<file path="src/inc/ssq_map.svh">
// Register offsets, reset values and timing counts of the sequencer
//
// Function
// - After acquisition is complete a low start input begins a conversion.
// - A conversion first opens the ground switches, then puts the arrays on reference ground.
// - The held sample is resolved by 16 binary-weighted trials, most significant first.
// - After the last trial the code is formed and busy then goes low.
// - The fast mode allows up to 1 MSPS.
// - Normal mode allows up to 800 kSPS with no limit on the gap between conversions.
// - Low-power mode saves power between conversions and is limited to 666 kSPS.
// - The coding-select input chooses straight binary or two's complement output.
// - Two's complement codes top out at 0111...1 and the sign bit marks negative inputs.
// - A result belongs to the sample of its own conversion, with no pipeline delay.
// - Low-power mode is low-power high with fast low; a start held low then starts at once.
// - Reset high resets the block and aborts any conversion in progress.
// - The result bus is enabled only while chip select and read are both low.
`ifndef SSQ_MAP_SVH
`define SSQ_MAP_SVH

// ----------------------------------------
// Register offsets
// ----------------------------------------
`define SSQ_OFF_CTRL       8'h00
`define SSQ_OFF_STATUS     8'h04
`define SSQ_OFF_RESULT     8'h08
`define SSQ_OFF_INT_STATUS 8'h0c
`define SSQ_OFF_INT_CLEAR  8'h10
`define SSQ_OFF_INT_ENABLE 8'h14

// ----------------------------------------
// Field positions
// ----------------------------------------
`define SSQ_CTRL_ENABLE    0
`define SSQ_CTRL_SOFT      1
`define SSQ_INT_DONE       0
`define SSQ_INT_STALE      1
`define SSQ_INT_IGNORED    2

// ----------------------------------------
// Reset values
// ----------------------------------------
`define SSQ_CTRL_RST       1'b1
`define SSQ_INT_EN_RST     3'h0
`define SSQ_PIN_RST        7'h61

// ----------------------------------------
// Timing
// ----------------------------------------
`define SSQ_CLK_KHZ        20000
`define SSQ_RATE_FAST_KSPS 1000
`define SSQ_RATE_NORM_KSPS 800
`define SSQ_RATE_LOW_KSPS  666
`define SSQ_GAP_US         1000
`define SSQ_PER_FAST ((`SSQ_CLK_KHZ + `SSQ_RATE_FAST_KSPS - 1) / `SSQ_RATE_FAST_KSPS)
`define SSQ_PER_NORM ((`SSQ_CLK_KHZ + `SSQ_RATE_NORM_KSPS - 1) / `SSQ_RATE_NORM_KSPS)
`define SSQ_PER_LOW  ((`SSQ_CLK_KHZ + `SSQ_RATE_LOW_KSPS - 1) / `SSQ_RATE_LOW_KSPS)
`define SSQ_GAP_CYCLES (`SSQ_GAP_US * `SSQ_CLK_KHZ / 1000)

`endif

</file>
<file path="src/inc/ssq_pkg.sv">
// Types of the conversion sequencer
package ssq_pkg;
	typedef enum logic [2:0] {
		ST_ACQ,
		ST_OPEN_GND,
		ST_HOLD,
		ST_SAR,
		ST_PDOWN
	} ssq_state_t;

	typedef enum logic [1:0] {
		MODE_NORMAL,
		MODE_FAST,
		MODE_LOW_POWER
	} ssq_mode_t;
endpackage

</file>
<file path="src/inc/ssq_sar_if.sv">
// Link between the sequencer and its approximation engine
`timescale 1ns/1ps
`default_nettype none
interface ssq_sar_if;
	logic        start;
	logic        comp_keep;
	logic        done;
	logic [15:0] trial;
	logic [15:0] code;

	modport ctrl   (output start, output comp_keep,
	                input done, input trial, input code);
	modport engine (input start, input comp_keep,
	                output done, output trial, output code);
endinterface
`default_nettype wire

</file>
<file path="src/core/ssq_sar_engine.sv">
// Successive approximation engine: 16 trials, top bit first
`timescale 1ns/1ps
`default_nettype none
module ssq_sar_engine (
	// Clock and reset
	input  wire logic clock,
	input  wire logic rst,
	// Sequencer side
	ssq_sar_if.engine sar
);
	logic [3:0]  step;
	logic        running;
	wire  [15:0] bit_mask = 16'h0001 << step;
	wire  [15:0] next_mask = bit_mask >> 1;
	wire  [15:0] decided = sar.comp_keep ? sar.trial
	                                     : (sar.trial & ~bit_mask);

	always_ff @(posedge clock or posedge rst) begin
		if (rst) begin
			step    <= 4'hf;
			running <= 1'b0;
			sar.trial <= 16'h0000;
			sar.code  <= 16'h0000;
			sar.done  <= 1'b0;
		end else begin
			sar.done <= 1'b0;
			if (sar.start) begin
				running   <= 1'b1;
				step      <= 4'hf;
				sar.trial <= 16'h8000;
			end else if (running) begin
				sar.trial <= decided | next_mask;
				step      <= step - 4'h1;
				if (step == 4'h0) begin
					running  <= 1'b0;
					sar.code <= decided;
					sar.done <= 1'b1;
				end
			end
		end
	end
endmodule
`default_nettype wire

</file>
<file path="src/core/ssq_sequencer.sv">
// Conversion sequencer top: pins, mode timing, registers, interrupt
`timescale 1ns/1ps
`default_nettype none
`include "ssq_map.svh"

module ssq_sequencer
	import ssq_pkg::*;
#(
	parameter int unsigned GAP_CYCLES = `SSQ_GAP_CYCLES
) (
	// Clock and reset
	input  wire logic        clock,
	input  wire logic        rst,
	// Converter control pins
	input  wire logic        conversion_start_n,
	input  wire logic        coding_select,
	input  wire logic        power_down_input,
	input  wire logic        fast_mode,
	input  wire logic        low_power_mode,
	input  wire logic        chip_select_n,
	input  wire logic        read_n,
	// Analog array control
	input  wire logic        comparator_keep,
	output logic             busy,
	output logic             ground_switch_open,
	output logic             arrays_on_reference,
	output logic      [15:0] dac_trial,
	output logic             power_save,
	// Result bus
	output logic      [15:0] data_out,
	output logic             data_enable,
	// AHB-Lite slave
	input  wire logic        hsel,
	input  wire logic [31:0] haddr,
	input  wire logic [1:0]  htrans,
	input  wire logic        hwrite,
	input  wire logic [2:0]  hsize,
	input  wire logic [31:0] hwdata,
	input  wire logic        hready,
	output logic             hreadyout,
	output logic      [31:0] hrdata,
	output logic             hresp,
	// Interrupt
	output logic             irq
);

	// ----------------------------------------
	// Pin synchronisers
	// ----------------------------------------
	// Only the second stage is read; the first may still be settling
	logic [6:0] pin_meta;
	logic [6:0] pin_sync;
	wire  [6:0] pin_raw = {read_n, chip_select_n, low_power_mode,
	                       fast_mode, power_down_input, coding_select,
	                       conversion_start_n};

	always_ff @(posedge clock or posedge rst) begin
		if (rst) begin
			pin_meta <= `SSQ_PIN_RST;
			pin_sync <= `SSQ_PIN_RST;
		end else begin
			pin_meta <= pin_raw;
			pin_sync <= pin_meta;
		end
	end

	wire start_low  = ~pin_sync[0];
	wire straight   = pin_sync[1];
	wire pd_req     = pin_sync[2];
	wire fast_pin   = pin_sync[3];
	wire low_pin    = pin_sync[4];
	wire bus_select = ~pin_sync[5] & ~pin_sync[6];

	// ----------------------------------------
	// Mode and throughput limit
	// ----------------------------------------
	ssq_mode_t mode;
	logic [4:0] period_cycles;

	assign mode = fast_pin ? MODE_FAST
	            : (low_pin ? MODE_LOW_POWER : MODE_NORMAL);

	// Periods are whole cycles rounded up, so no mode beats its rate
	always_comb begin
		unique case (mode)
			MODE_FAST:      period_cycles = 5'(`SSQ_PER_FAST);
			MODE_LOW_POWER: period_cycles = 5'(`SSQ_PER_LOW);
			default:        period_cycles = 5'(`SSQ_PER_NORM);
		endcase
	end

	// ----------------------------------------
	// State and counters
	// ----------------------------------------
	ssq_state_t state;
	ssq_state_t next_state;
	logic [4:0]  period_cnt;
	logic [15:0] gap_cnt;
	logic        armed;
	logic        start_prev;
	logic        soft_pending;
	logic        ctrl_enable;
	logic [15:0] result;
	logic        result_stale;
	logic        conv_stale;
	logic [2:0]  int_status;
	logic [2:0]  int_enable;

	// ----------------------------------------
	// Approximation engine
	// ----------------------------------------
	// It loads its first trial in the hold cycle, so the arrays settle first
	ssq_sar_if sar_bus();

	ssq_sar_engine u_engine (
		.clock (clock),
		.rst   (rst),
		.sar   (sar_bus.engine)
	);

	// ----------------------------------------
	// Start qualification
	// ----------------------------------------
	// Acquisition ends when one full period has passed since the last start
	wire acq_done = (period_cnt >= period_cycles - 5'd1);
	// Fast and normal need a fresh fall; low-power also takes a held level
	wire pin_go = start_low & (armed | (mode == MODE_LOW_POWER));
	wire start_ok = (state == ST_ACQ) & acq_done & ctrl_enable & ~pd_req
	              & (pin_go | soft_pending);
	wire start_edge = start_prev & start_low;
	wire ignored_evt = start_edge & (state != ST_ACQ);
	wire gap_long = (gap_cnt >= 16'(GAP_CYCLES));
	wire done_evt = sar_bus.done;
	// Code from the engine is straight binary; two's complement flips the top
	wire [15:0] coded = straight ? sar_bus.code
	                  : {~sar_bus.code[15], sar_bus.code[14:0]};

	assign sar_bus.start = (state == ST_HOLD);
	assign sar_bus.comp_keep = comparator_keep;
	assign dac_trial = sar_bus.trial;

	// ----------------------------------------
	// Sequencing
	// ----------------------------------------
	always_comb begin
		next_state = state;
		unique case (state)
			ST_ACQ: begin
				if (start_ok)
					next_state = ST_OPEN_GND;
				else if (pd_req)
					next_state = ST_PDOWN;
			end
			ST_OPEN_GND: next_state = ST_HOLD;
			ST_HOLD:     next_state = ST_SAR;
			ST_SAR: begin
				if (done_evt)
					next_state = ST_ACQ;
			end
			ST_PDOWN: begin
				if (!pd_req)
					next_state = ST_ACQ;
			end
			default:     next_state = ST_ACQ;
		endcase
	end

	// ----------------------------------------
	// State register and counters
	// ----------------------------------------
	// Reset is asynchronous, so a conversion in flight is dropped at once
	always_ff @(posedge clock or posedge rst) begin
		if (rst) begin
			state <= ST_ACQ;
		end else begin
			state <= next_state;
		end
	end

	always_ff @(posedge clock or posedge rst) begin
		if (rst) begin
			period_cnt <= 5'h1f;
			start_prev <= 1'b0;
			armed      <= 1'b0;
		end else begin
			start_prev <= ~start_low;
			if (start_ok)
				period_cnt <= 5'h00;
			else if (period_cnt != 5'h1f)
				period_cnt <= period_cnt + 5'h01;
			if (start_ok)
				armed <= 1'b0;
			else if (!start_low)
				armed <= 1'b1;
		end
	end

	// Gap counter starts saturated so the first result after reset is stale if it is taken in fast mode
	always_ff @(posedge clock or posedge rst) begin
		if (rst) begin
			gap_cnt    <= 16'hffff;
			conv_stale <= 1'b0;
		end else begin
			if (start_ok) begin
				gap_cnt    <= 16'h0000;
				conv_stale <= gap_long & (mode == MODE_FAST);
			end else if (gap_cnt != 16'hffff) begin
				gap_cnt <= gap_cnt + 16'h0001;
			end
		end
	end

	// ----------------------------------------
	// Outputs to the analog side
	// ----------------------------------------
	wire next_busy = (next_state == ST_OPEN_GND) | (next_state == ST_HOLD)
	               | (next_state == ST_SAR);
	wire next_hold = (next_state == ST_HOLD) | (next_state == ST_SAR);
	// Low-power mode idles the array once acquisition is over
	wire next_save = (next_state == ST_PDOWN)
	               | ((next_state == ST_ACQ) & (mode == MODE_LOW_POWER)
	                  & acq_done);

	always_ff @(posedge clock or posedge rst) begin
		if (rst) begin
			busy                <= 1'b0;
			ground_switch_open  <= 1'b0;
			arrays_on_reference <= 1'b0;
			power_save          <= 1'b0;
		end else begin
			busy                <= next_busy;
			ground_switch_open  <= next_busy;
			arrays_on_reference <= next_hold;
			power_save          <= next_save;
		end
	end

	// ----------------------------------------
	// Result and read-out bus
	// ----------------------------------------
	// Result is latched on the same edge that drops busy
	always_ff @(posedge clock or posedge rst) begin
		if (rst) begin
			result       <= 16'h0000;
			result_stale <= 1'b0;
			data_out     <= 16'h0000;
		end else begin
			if (done_evt) begin
				result       <= coded;
				result_stale <= conv_stale;
			end
			data_out <= done_evt ? coded : result;
		end
	end

	// The enable follows the synchronised pins, one cycle behind them
	always_ff @(posedge clock or posedge rst) begin
		if (rst) begin
			data_enable <= 1'b0;
		end else begin
			data_enable <= bus_select;
		end
	end

	// ----------------------------------------
	// AHB-Lite register slave
	// ----------------------------------------
	// Writes complete in the data phase, while hwdata stands
	logic       wr_pend;
	logic [7:0] wr_addr;
	wire        addr_phase = hsel & hready & htrans[1];
	wire  [7:0] rd_addr = haddr[7:0];
	wire        wr_now = wr_pend;
	wire        wr_ctrl = wr_now & (wr_addr == `SSQ_OFF_CTRL);
	wire        wr_clear = wr_now & (wr_addr == `SSQ_OFF_INT_CLEAR);
	wire        wr_enable = wr_now & (wr_addr == `SSQ_OFF_INT_ENABLE);
	wire  [2:0] events = {ignored_evt, done_evt & conv_stale, done_evt};
	wire  [2:0] clear_bits = wr_clear ? hwdata[2:0] : 3'h0;
	// A hardware event in the clearing cycle survives the clear
	wire  [2:0] next_int = (int_status & ~clear_bits) | events;
	wire [31:0] status_word = {26'h0, result_stale, mode, pd_req & ~busy,
	                           state == ST_PDOWN, busy};
	wire        sel_ctrl = (rd_addr == `SSQ_OFF_CTRL);
	wire        sel_status = (rd_addr == `SSQ_OFF_STATUS);
	wire        sel_result = (rd_addr == `SSQ_OFF_RESULT);
	wire        sel_int_status = (rd_addr == `SSQ_OFF_INT_STATUS);
	wire        sel_int_enable = (rd_addr == `SSQ_OFF_INT_ENABLE);
	// Unmapped offsets select nothing and read as zero
	wire [31:0] rd_word = ({32{sel_ctrl}} & {31'h0, ctrl_enable})
	                    | ({32{sel_status}} & status_word)
	                    | ({32{sel_result}} & {16'h0, result})
	                    | ({32{sel_int_status}} & {29'h0, int_status})
	                    | ({32{sel_int_enable}} & {29'h0, int_enable});

	// No wait states: read data is registered in the address phase
	always_ff @(posedge clock or posedge rst) begin
		if (rst) begin
			wr_pend   <= 1'b0;
			wr_addr   <= 8'h00;
			hrdata    <= 32'h0000_0000;
			hreadyout <= 1'b0;
			hresp     <= 1'b0;
		end else begin
			hreadyout <= 1'b1;
			hresp     <= 1'b0;
			wr_pend   <= addr_phase & hwrite;
			if (addr_phase)
				wr_addr <= rd_addr;
			if (addr_phase & ~hwrite)
				hrdata <= rd_word;
		end
	end

	// ----------------------------------------
	// Control and interrupt registers
	// ----------------------------------------
	always_ff @(posedge clock or posedge rst) begin
		if (rst) begin
			ctrl_enable  <= `SSQ_CTRL_RST;
			soft_pending <= 1'b0;
		end else begin
			if (wr_ctrl)
				ctrl_enable <= hwdata[`SSQ_CTRL_ENABLE];
			if (start_ok)
				soft_pending <= 1'b0;
			else if (wr_ctrl & hwdata[`SSQ_CTRL_SOFT])
				soft_pending <= 1'b1;
		end
	end

	// The interrupt follows the next status, so it rises with the event
	always_ff @(posedge clock or posedge rst) begin
		if (rst) begin
			int_enable <= `SSQ_INT_EN_RST;
			int_status <= 3'h0;
			irq        <= 1'b0;
		end else begin
			if (wr_enable)
				int_enable <= hwdata[2:0];
			int_status <= next_int;
			irq        <= |(next_int & int_enable);
		end
	end

endmodule
`default_nettype wire

</file>
<file path="config.mk">
export PLATFORM = sky130hd
export DESIGN_NAME = ssq_sequencer
export DESIGN_NICKNAME = d
export VERILOG_FILES = /design/src/inc/ssq_pkg.sv /design/src/inc/ssq_sar_if.sv /design/src/core/ssq_sar_engine.sv /design/src/core/ssq_sequencer.sv
export VERILOG_INCLUDE_DIRS = /design/src /design/src/inc
export SDC_FILE = /design/constraint.sdc
export NUM_CORES = 1
export LEC_CHECK = 0
export BUFFER_PORTS_ARGS = -buffer_cell sky130_fd_sc_hd__clkbuf_2
export CORE_MARGIN = 2
export CORE_UTILIZATION = 55
export CTS_CLUSTER_DIAMETER = 120
export DETAILED_ROUTE_END_ITERATION = 16
export PLACE_DENSITY_LB_ADDON = 0.12
export SYNTH_ARGS = -nofsm -noshare
export SYNTH_HDL_FRONTEND = slang
export SYNTH_SLANG_ARGS = --single-unit
</file>
<file path="constraint.sdc">
create_clock -name clock -period 6.9 [get_ports clock]
set_input_delay 1.035 -clock clock [delete_from_list [all_inputs] [get_ports clock]]
set_output_delay 1.035 -clock clock [all_outputs]
set_load 0.03 [all_outputs]
</file>
; ---- Yosys cells after proc, flatten, opt, wreduce, memory -nomap -nowiden
; Cells that the tools add are included.
[word_totals]
elab_cells = 146
rom_bits = 0
in_bits = 82
register_bits = 151
output_inout_bits = 72
mem_bits_rw = 0
latchBits = 0
memories = 0
[classes]
n_mux = 29
n_reduce_logical = 13
addsub = 4
bitwise_logic = 51
multipliers = 0
div = 0
n_shift = 1
eq_ne = 18
order_cmp = 2
[ops]
columns = op, count
row1 = 32-bit OR, 4
row2 = 16-bit 2-to-1 mux, 6
row3 = 32-bit by 3-bit AND with 32-bit output, 2
row4 = 32-bit by 1-bit AND with 32-bit output, 1
row5 = 32-bit by 16-bit AND with 32-bit output, 1
row6 = 32-bit by 6-bit AND with 32-bit output, 1
row7 = 8-bit by 5-bit == test with 1-bit output (second input constant), 3
row8 = 1-bit AND, 21
row9 = 16-bit by 1-bit adder with 16-bit output (second input constant), 1
row10 = 16-bit AND, 1
row11 = 8-bit by 4-bit == test with 1-bit output (second input constant), 2
row12 = 16-bit by 15-bit >= comparator with 1-bit output (second input constant), 1
row13 = 8-bit logical NOT, 2
row14 = 16-bit != test (second input constant), 1
row15 = 16-bit inverter, 1
row16 = 16-bit by 15-bit OR with 16-bit output, 1
row17 = 1-bit by 4-bit left shift with 16-bit output (first input constant), 1
row18 = 3-bit 2-to-1 mux, 5
row19 = 3-bit one-hot mux with 5 select lines, 1
row20 = 3-bit by 2-bit == test with 1-bit output (second input constant), 4
row21 = 1-bit 2-to-1 mux, 10
row22 = 5-bit 2-to-1 mux, 2
row23 = 2-bit nonzero test, 5
row24 = 8-bit by 3-bit == test with 1-bit output (second input constant), 1
row25 = other kinds (22), 40

; ---- Longest topological paths before layout
[logic_depth]
ltp_word = 16
depth_mapped = 10
mapped_depth_nobuf = 8

; ---- Hierarchy
; Synthesis repeated with hierarchy kept, for this count alone.
[unflattened]
cells_unflattened = 515
area_unflattened_um2 = 6155.9
[modules_own_cells]
columns = module, area_each_um2, cells_per_inst, instances, seq_area_each_um2
row1 = ssq_sequencer, 4316.6, 356, 1, 2462.4
row2 = ssq_sar_engine, 1839.3, 159, 1, 955.9

; ---- Worst setup path after synthesis
; OpenSTA, ideal clock, no wires.
[synth_timing]
kind = input -> register
startpoint = in haddr[4]
endpoint = reg hrdata[3]
arrival_ns = 1.915
n_path_buf = 1
required_ns = 6.774
setup_time_ns = 0.126
cell_stages = 6
path_slack_ns = 4.860
path_cell_list = buf_2 > nor2b_1 > and2b_1 > nor2b_1 > a221oi_1 > nor2_1
[synth_between]
elab_chain_len = 6
word_cells_on_any_way = 14
cone_classes = eq/ne (4) / bitwise (9) / reduce/logical (1)
[synth_rtl]
columns = item, line_no
row1 = "start, declared", ssq_sequencer.sv:34  ; input wire logic [31:0] haddr,
row2 = 8-bit by 3-bit == test with 1-bit output (no source line) / 8-bit logical NOT (equally long branches), --
row3 = 32-bit by 6-bit AND with 32-bit output / 32-bit by 1-bit AND with 32-bit output (equally long branches), "ssq_sequencer.sv:290, ssq_sequencer.sv:289"
row4 = 32-bit OR, ssq_sequencer.sv:290  ; | ({32{sel_status}} & status_word)
row5 = 32-bit OR, ssq_sequencer.sv:291  ; | ({32{sel_result}} & {16'h0, result})
row6 = 32-bit OR, ssq_sequencer.sv:292  ; | ({32{sel_int_status}} & {29'h0, int_status})
row7 = 32-bit OR *, ssq_sequencer.sv:293  ; | ({32{sel_int_enable}} & {29'h0, int_enable});
row8 = "end signal, assigned", ssq_sequencer.sv:310  ; hrdata <= rd_word;
row9 = "end, declared", ssq_sequencer.sv:41  ; output logic [31:0] hrdata,
; Every way passes the cells marked *; elsewhere a longest branch is shown, timed or not.
; A chain may end at the register's enable or synchronous reset.

; ---- Worst setup path in the final report
[layout_timing]
startpoint = reg pin_sync[3]
endpoint = reg conv_stale
[layout_between]
elab_chain_len = 9
word_cells_on_any_way = 14
cone_classes = add/sub (1) / order compare (1) / eq/ne (2) / mux (2) / bitwise (8)
[layout_rtl]
columns = item, line_no
row1 = "start, declared", ssq_sequencer.sv:52  ; logic [6:0] pin_sync;
row2 = "start signal, assigned", ssq_sequencer.sv:60  ; pin_sync <= `SSQ_PIN_RST;
row3 = "start signal, assigned", ssq_sequencer.sv:63  ; pin_sync <= pin_meta;
row4 = 2-bit 2-to-1 mux *, ssq_sequencer.sv:80  ; assign mode = fast_pin ? MODE_FAST
row5 = 2-bit == test / 2-bit by 1-bit == test with 1-bit output (equally long branches), "ssq_sequencer.sv:85, ssq_sequencer.sv:127, ssq_sequencer.sv:206"
row6 = 4-bit one-hot mux with 2 select lines, ssq_sequencer.sv:85  ; unique case (mode)
row7 = 5-bit by 1-bit subtractor with 5-bit output, ssq_sequencer.sv:125  ; wire acq_done = (period_cnt >= period_cycles - 5'd1);
row8 = 5-bit >= comparator, ssq_sequencer.sv:125
row9 = 1-bit AND (3 in series), ssq_sequencer.sv:128  ; wire start_ok = (state == ST_ACQ) & acq_done & ctrl_enable & ~pd_req
row10 = 1-bit AND, ssq_sequencer.sv:129  ; & (pin_go | soft_pending);
row11 = "end signal, assigned", ssq_sequencer.sv:206  ; conv_stale <= gap_long & (mode == MODE_FAST);
row12 = "end, declared", ssq_sequencer.sv:105  ; logic conv_stale;
; Marked as above.

==> results.py <==
metrics = {
    "run_status": {
        "status": "finished clean",
    },
    "die": {
        "core_sq_um": 10840,
        "ios": 154,
        "chipHeight_um": 109.4,
        "start_util": 0.5636,
        "die_width_um": 109.4,
        "row_count": 38,
        "dieArea_sq_um": 11970,
    },
    "route": {
        "viasPerCell": 5.524,
        "dr.pass1.iters": 5,
        "ant_nets": 0,
        "wl_per_cell_um": 16.02,
        "drcViolationCount": 0,
        "vias": 4463,
        "drt-total-wl_um": 12950,
        "initialDrtViolationCount": 242,
    },
    "power": {
        "power_density_nw_per_um2": 416.9,
        "power_w": 0.002974,
        "vdd_ir_drop_max_uv": 267.2,
        "power_leakage_nw": 3.283,
    },
    "worst_setup_path": {
        "critPathRequiredTime_ps": 7300,
        "endpoint": "conv_stale",
        "path_class": "flip-flop to flip-flop",
        "r2r_slack_ps": 3940,
        "reg2reg_from": "pin_sync[3]",
        "crit_start": "pin_sync[3]",
        "r2r_cells": 8,
        "crit_fanout": 27,
        "r2r_end": "conv_stale",
        "critPathLaunchType": "flip-flop",
        "cp.arrival_ps": 3370,
        "cp-end-kind": "flip-flop",
    },
    "timing": {
        "report.final.slew_viol_count": 0,
        "hold_viol": 0,
        "setup_viol": 0,
        "fin_crit_ps": 2964,
        "finClkSkew_ps": 7.491,
        "finalCritPeriodShare": 0.4295,
        "setup_slack_ps": 3936,
        "hold_ws_ps": 349.1,
        "fmax_ghz": 0.3374,
        "relSlewSlack": 0.3282,
        "rsz0062_at_grt": "false",
        "worst_pin_slew_ps": 1004,
        "fin_tns_setup_ps": 0,
    },
    "clock_network": {
        "ctsResizeCount": 0,
        "clk_pin_slew_ps": 50,
        "cts-root-buf": "clkbuf_8",
        "cts_tree": "yes",
        "numCtsBuffers": 17,
        "clock_latency_ps": 520,
        "cts_sinks": 135,
        "cts_setup_buffers": 0,
        "cts_buffer_depth": 2,
        "ctsHoldBuffers": 0,
        "ctsHtreeMaxLevel": 4,
    },
    "synthesis": {
        "synth-edff-count": 0,
        "synth_cells": 581,
        "synth-async-reset-ratio": 1.000,
        "ys_ff_latch": 135,
        "synth_cell_types": 54,
        "ys_warn_count": 0,
        "synth_flop_cell": "dfrtp_1",
        "syn_area_sq_um": 6110,
        "syn_avg_cell_area_sq_um": 10.52,
        "synth_seq_area_share": 0.5595,
    },
    "run": {
        "maxCapViolCount": 0,
    },
    "hold_path": {
        "hp-class": "flip-flop to flip-flop",
        "hp-start": "pin_meta[3]",
    },
    "grt": {
        "grt_start_max_net_pins": 72,
        "grt_usage": 0.2281,
        "antenna_found_initial": 0,
        "grt_overflow": 0,
        "grt_pass1_vias": 4130,
        "grt_pass1_wl_um": 20700,
    },
    "final_layout": {
        "nNetsFinal": 751,
        "drive_gt1_frac": 0.2710,
        "num_antenna_cells": 0,
        "area.growth.synth_to_final_pct": 16.75,
        "final_cell_mix": "103 x dfrtp_1, 101 x nand2_1, 79 x clkbuf_2, 46 x nor2_1, 40 x o21ai_0",
        "layout_commonest_cell": "dfrtp_1",
    },
    "placement": {
        "dpl_worst_slack_ps": 3871,
        "place_hpwl_um": 8750,
        "port-buffer-count": 79,
        "gp_congestion": 0.8324,
    },
}
power by group:
part           internal [W]  leakage (nW)  switching, W  total [W]
Combinational      0.000273          1.37      0.000496   0.000769
Clock              0.000639         0.313      0.000319   0.000958
Sequential          0.00103          1.60      0.000217    0.00125
flip-flops by register name, indices dropped and copies added, names as in the netlist, 3 cells and up:
name                cells
period_cnt              5
state                   3
u_engine.sar.code      16
int_status              3
wr_addr                 8
u_engine.sar.trial     16
pin_sync                7
u_engine.step           4
pin_meta                7
int_enable              3
hrdata                 16
gap_cnt                16
result                 16
critical path: stages, from the launching register on:
cell and delay [ps]:
dfrtp_1 470, nor2b_1 350, inv_1 90, ha_1 300
a21o_1 100, a31oi_1 40, o21ai_1 200, o2111a_1 880
mux2_2 410
cells by family after synthesis:
group	Yosys count	synth area share
compound gates	97	0.09359
other cells	2	0.001229
mux	34	0.06185
buf+inv	52	0.04690
xor+xnor	15	0.02150
simple gates	232	0.1868
fa+ha+maj	14	0.02867
flops	135	0.5595
per-stage QoR:
stage	utilization	std cells	cell area, sq um
finish	0.6580	808	7133
global route	0.6580	808	7133
CTS	0.6580	808	7133
detailed placement	0.6001	776	6505
global placement	0.6001	776	6505
floorplan	-	598	6173
final cells by class:
class                           instances  area, sq um
Timing Repair Buffer                   80        402.9
Clock buffer                           22        452.9
Fill cell                             856         3707
Multi-Input combinational cell        411         2469
Tap cell                              140        175.2
Inverter                               10        40.04
Clock inverter                         10        175.2
Sequential cell                       135         3418
layer usage:
layer  global-route usage  wire [um]  vias up
met1               0.3270       6081     2173
met2               0.3373       5943      151
met4              0.07414        172        0
met3              0.06343        748       16
li1                     -          -     2123
met5                    0          0        -
synth_stat cells, drive strengths merged, types with 5 or more instances:
cell type	n	area, sq um
a21oi	22	110.1
a31oi	5	31.28
buf	33	215.2
clkbuf	9	33.78
dfrtp	103	2577
dfstp	32	840.8
ha	14	175.2
inv	10	37.54
mux2	30	337.8
nand2	101	379.1
nand2b	5	31.28
nand3	17	85.08
nand4	13	100.1
nor2	46	172.7
nor2b	8	50.05
nor3	12	76.33
o21ai	45	225.2
xnor2	5	43.79
xor2	10	87.58
worst min-delay path by stage:
| stage | to | slack, ps | cells past startpoint |
|---|---|---|---|
| finish | pin_sync[3] | 350 | 0 |
| global route | pin_sync[3] | 350 | 0 |
| CTS | pin_sync[3] | 350 | 0 |
| detailed placement | pin_sync[3] | 340 | 0 |
| global placement | pin_sync[1] | 330 | 0 |
| floorplan | pin_sync[1] | 330 | 0 |
No activity file was read; power rests on OpenSTA's default activity.
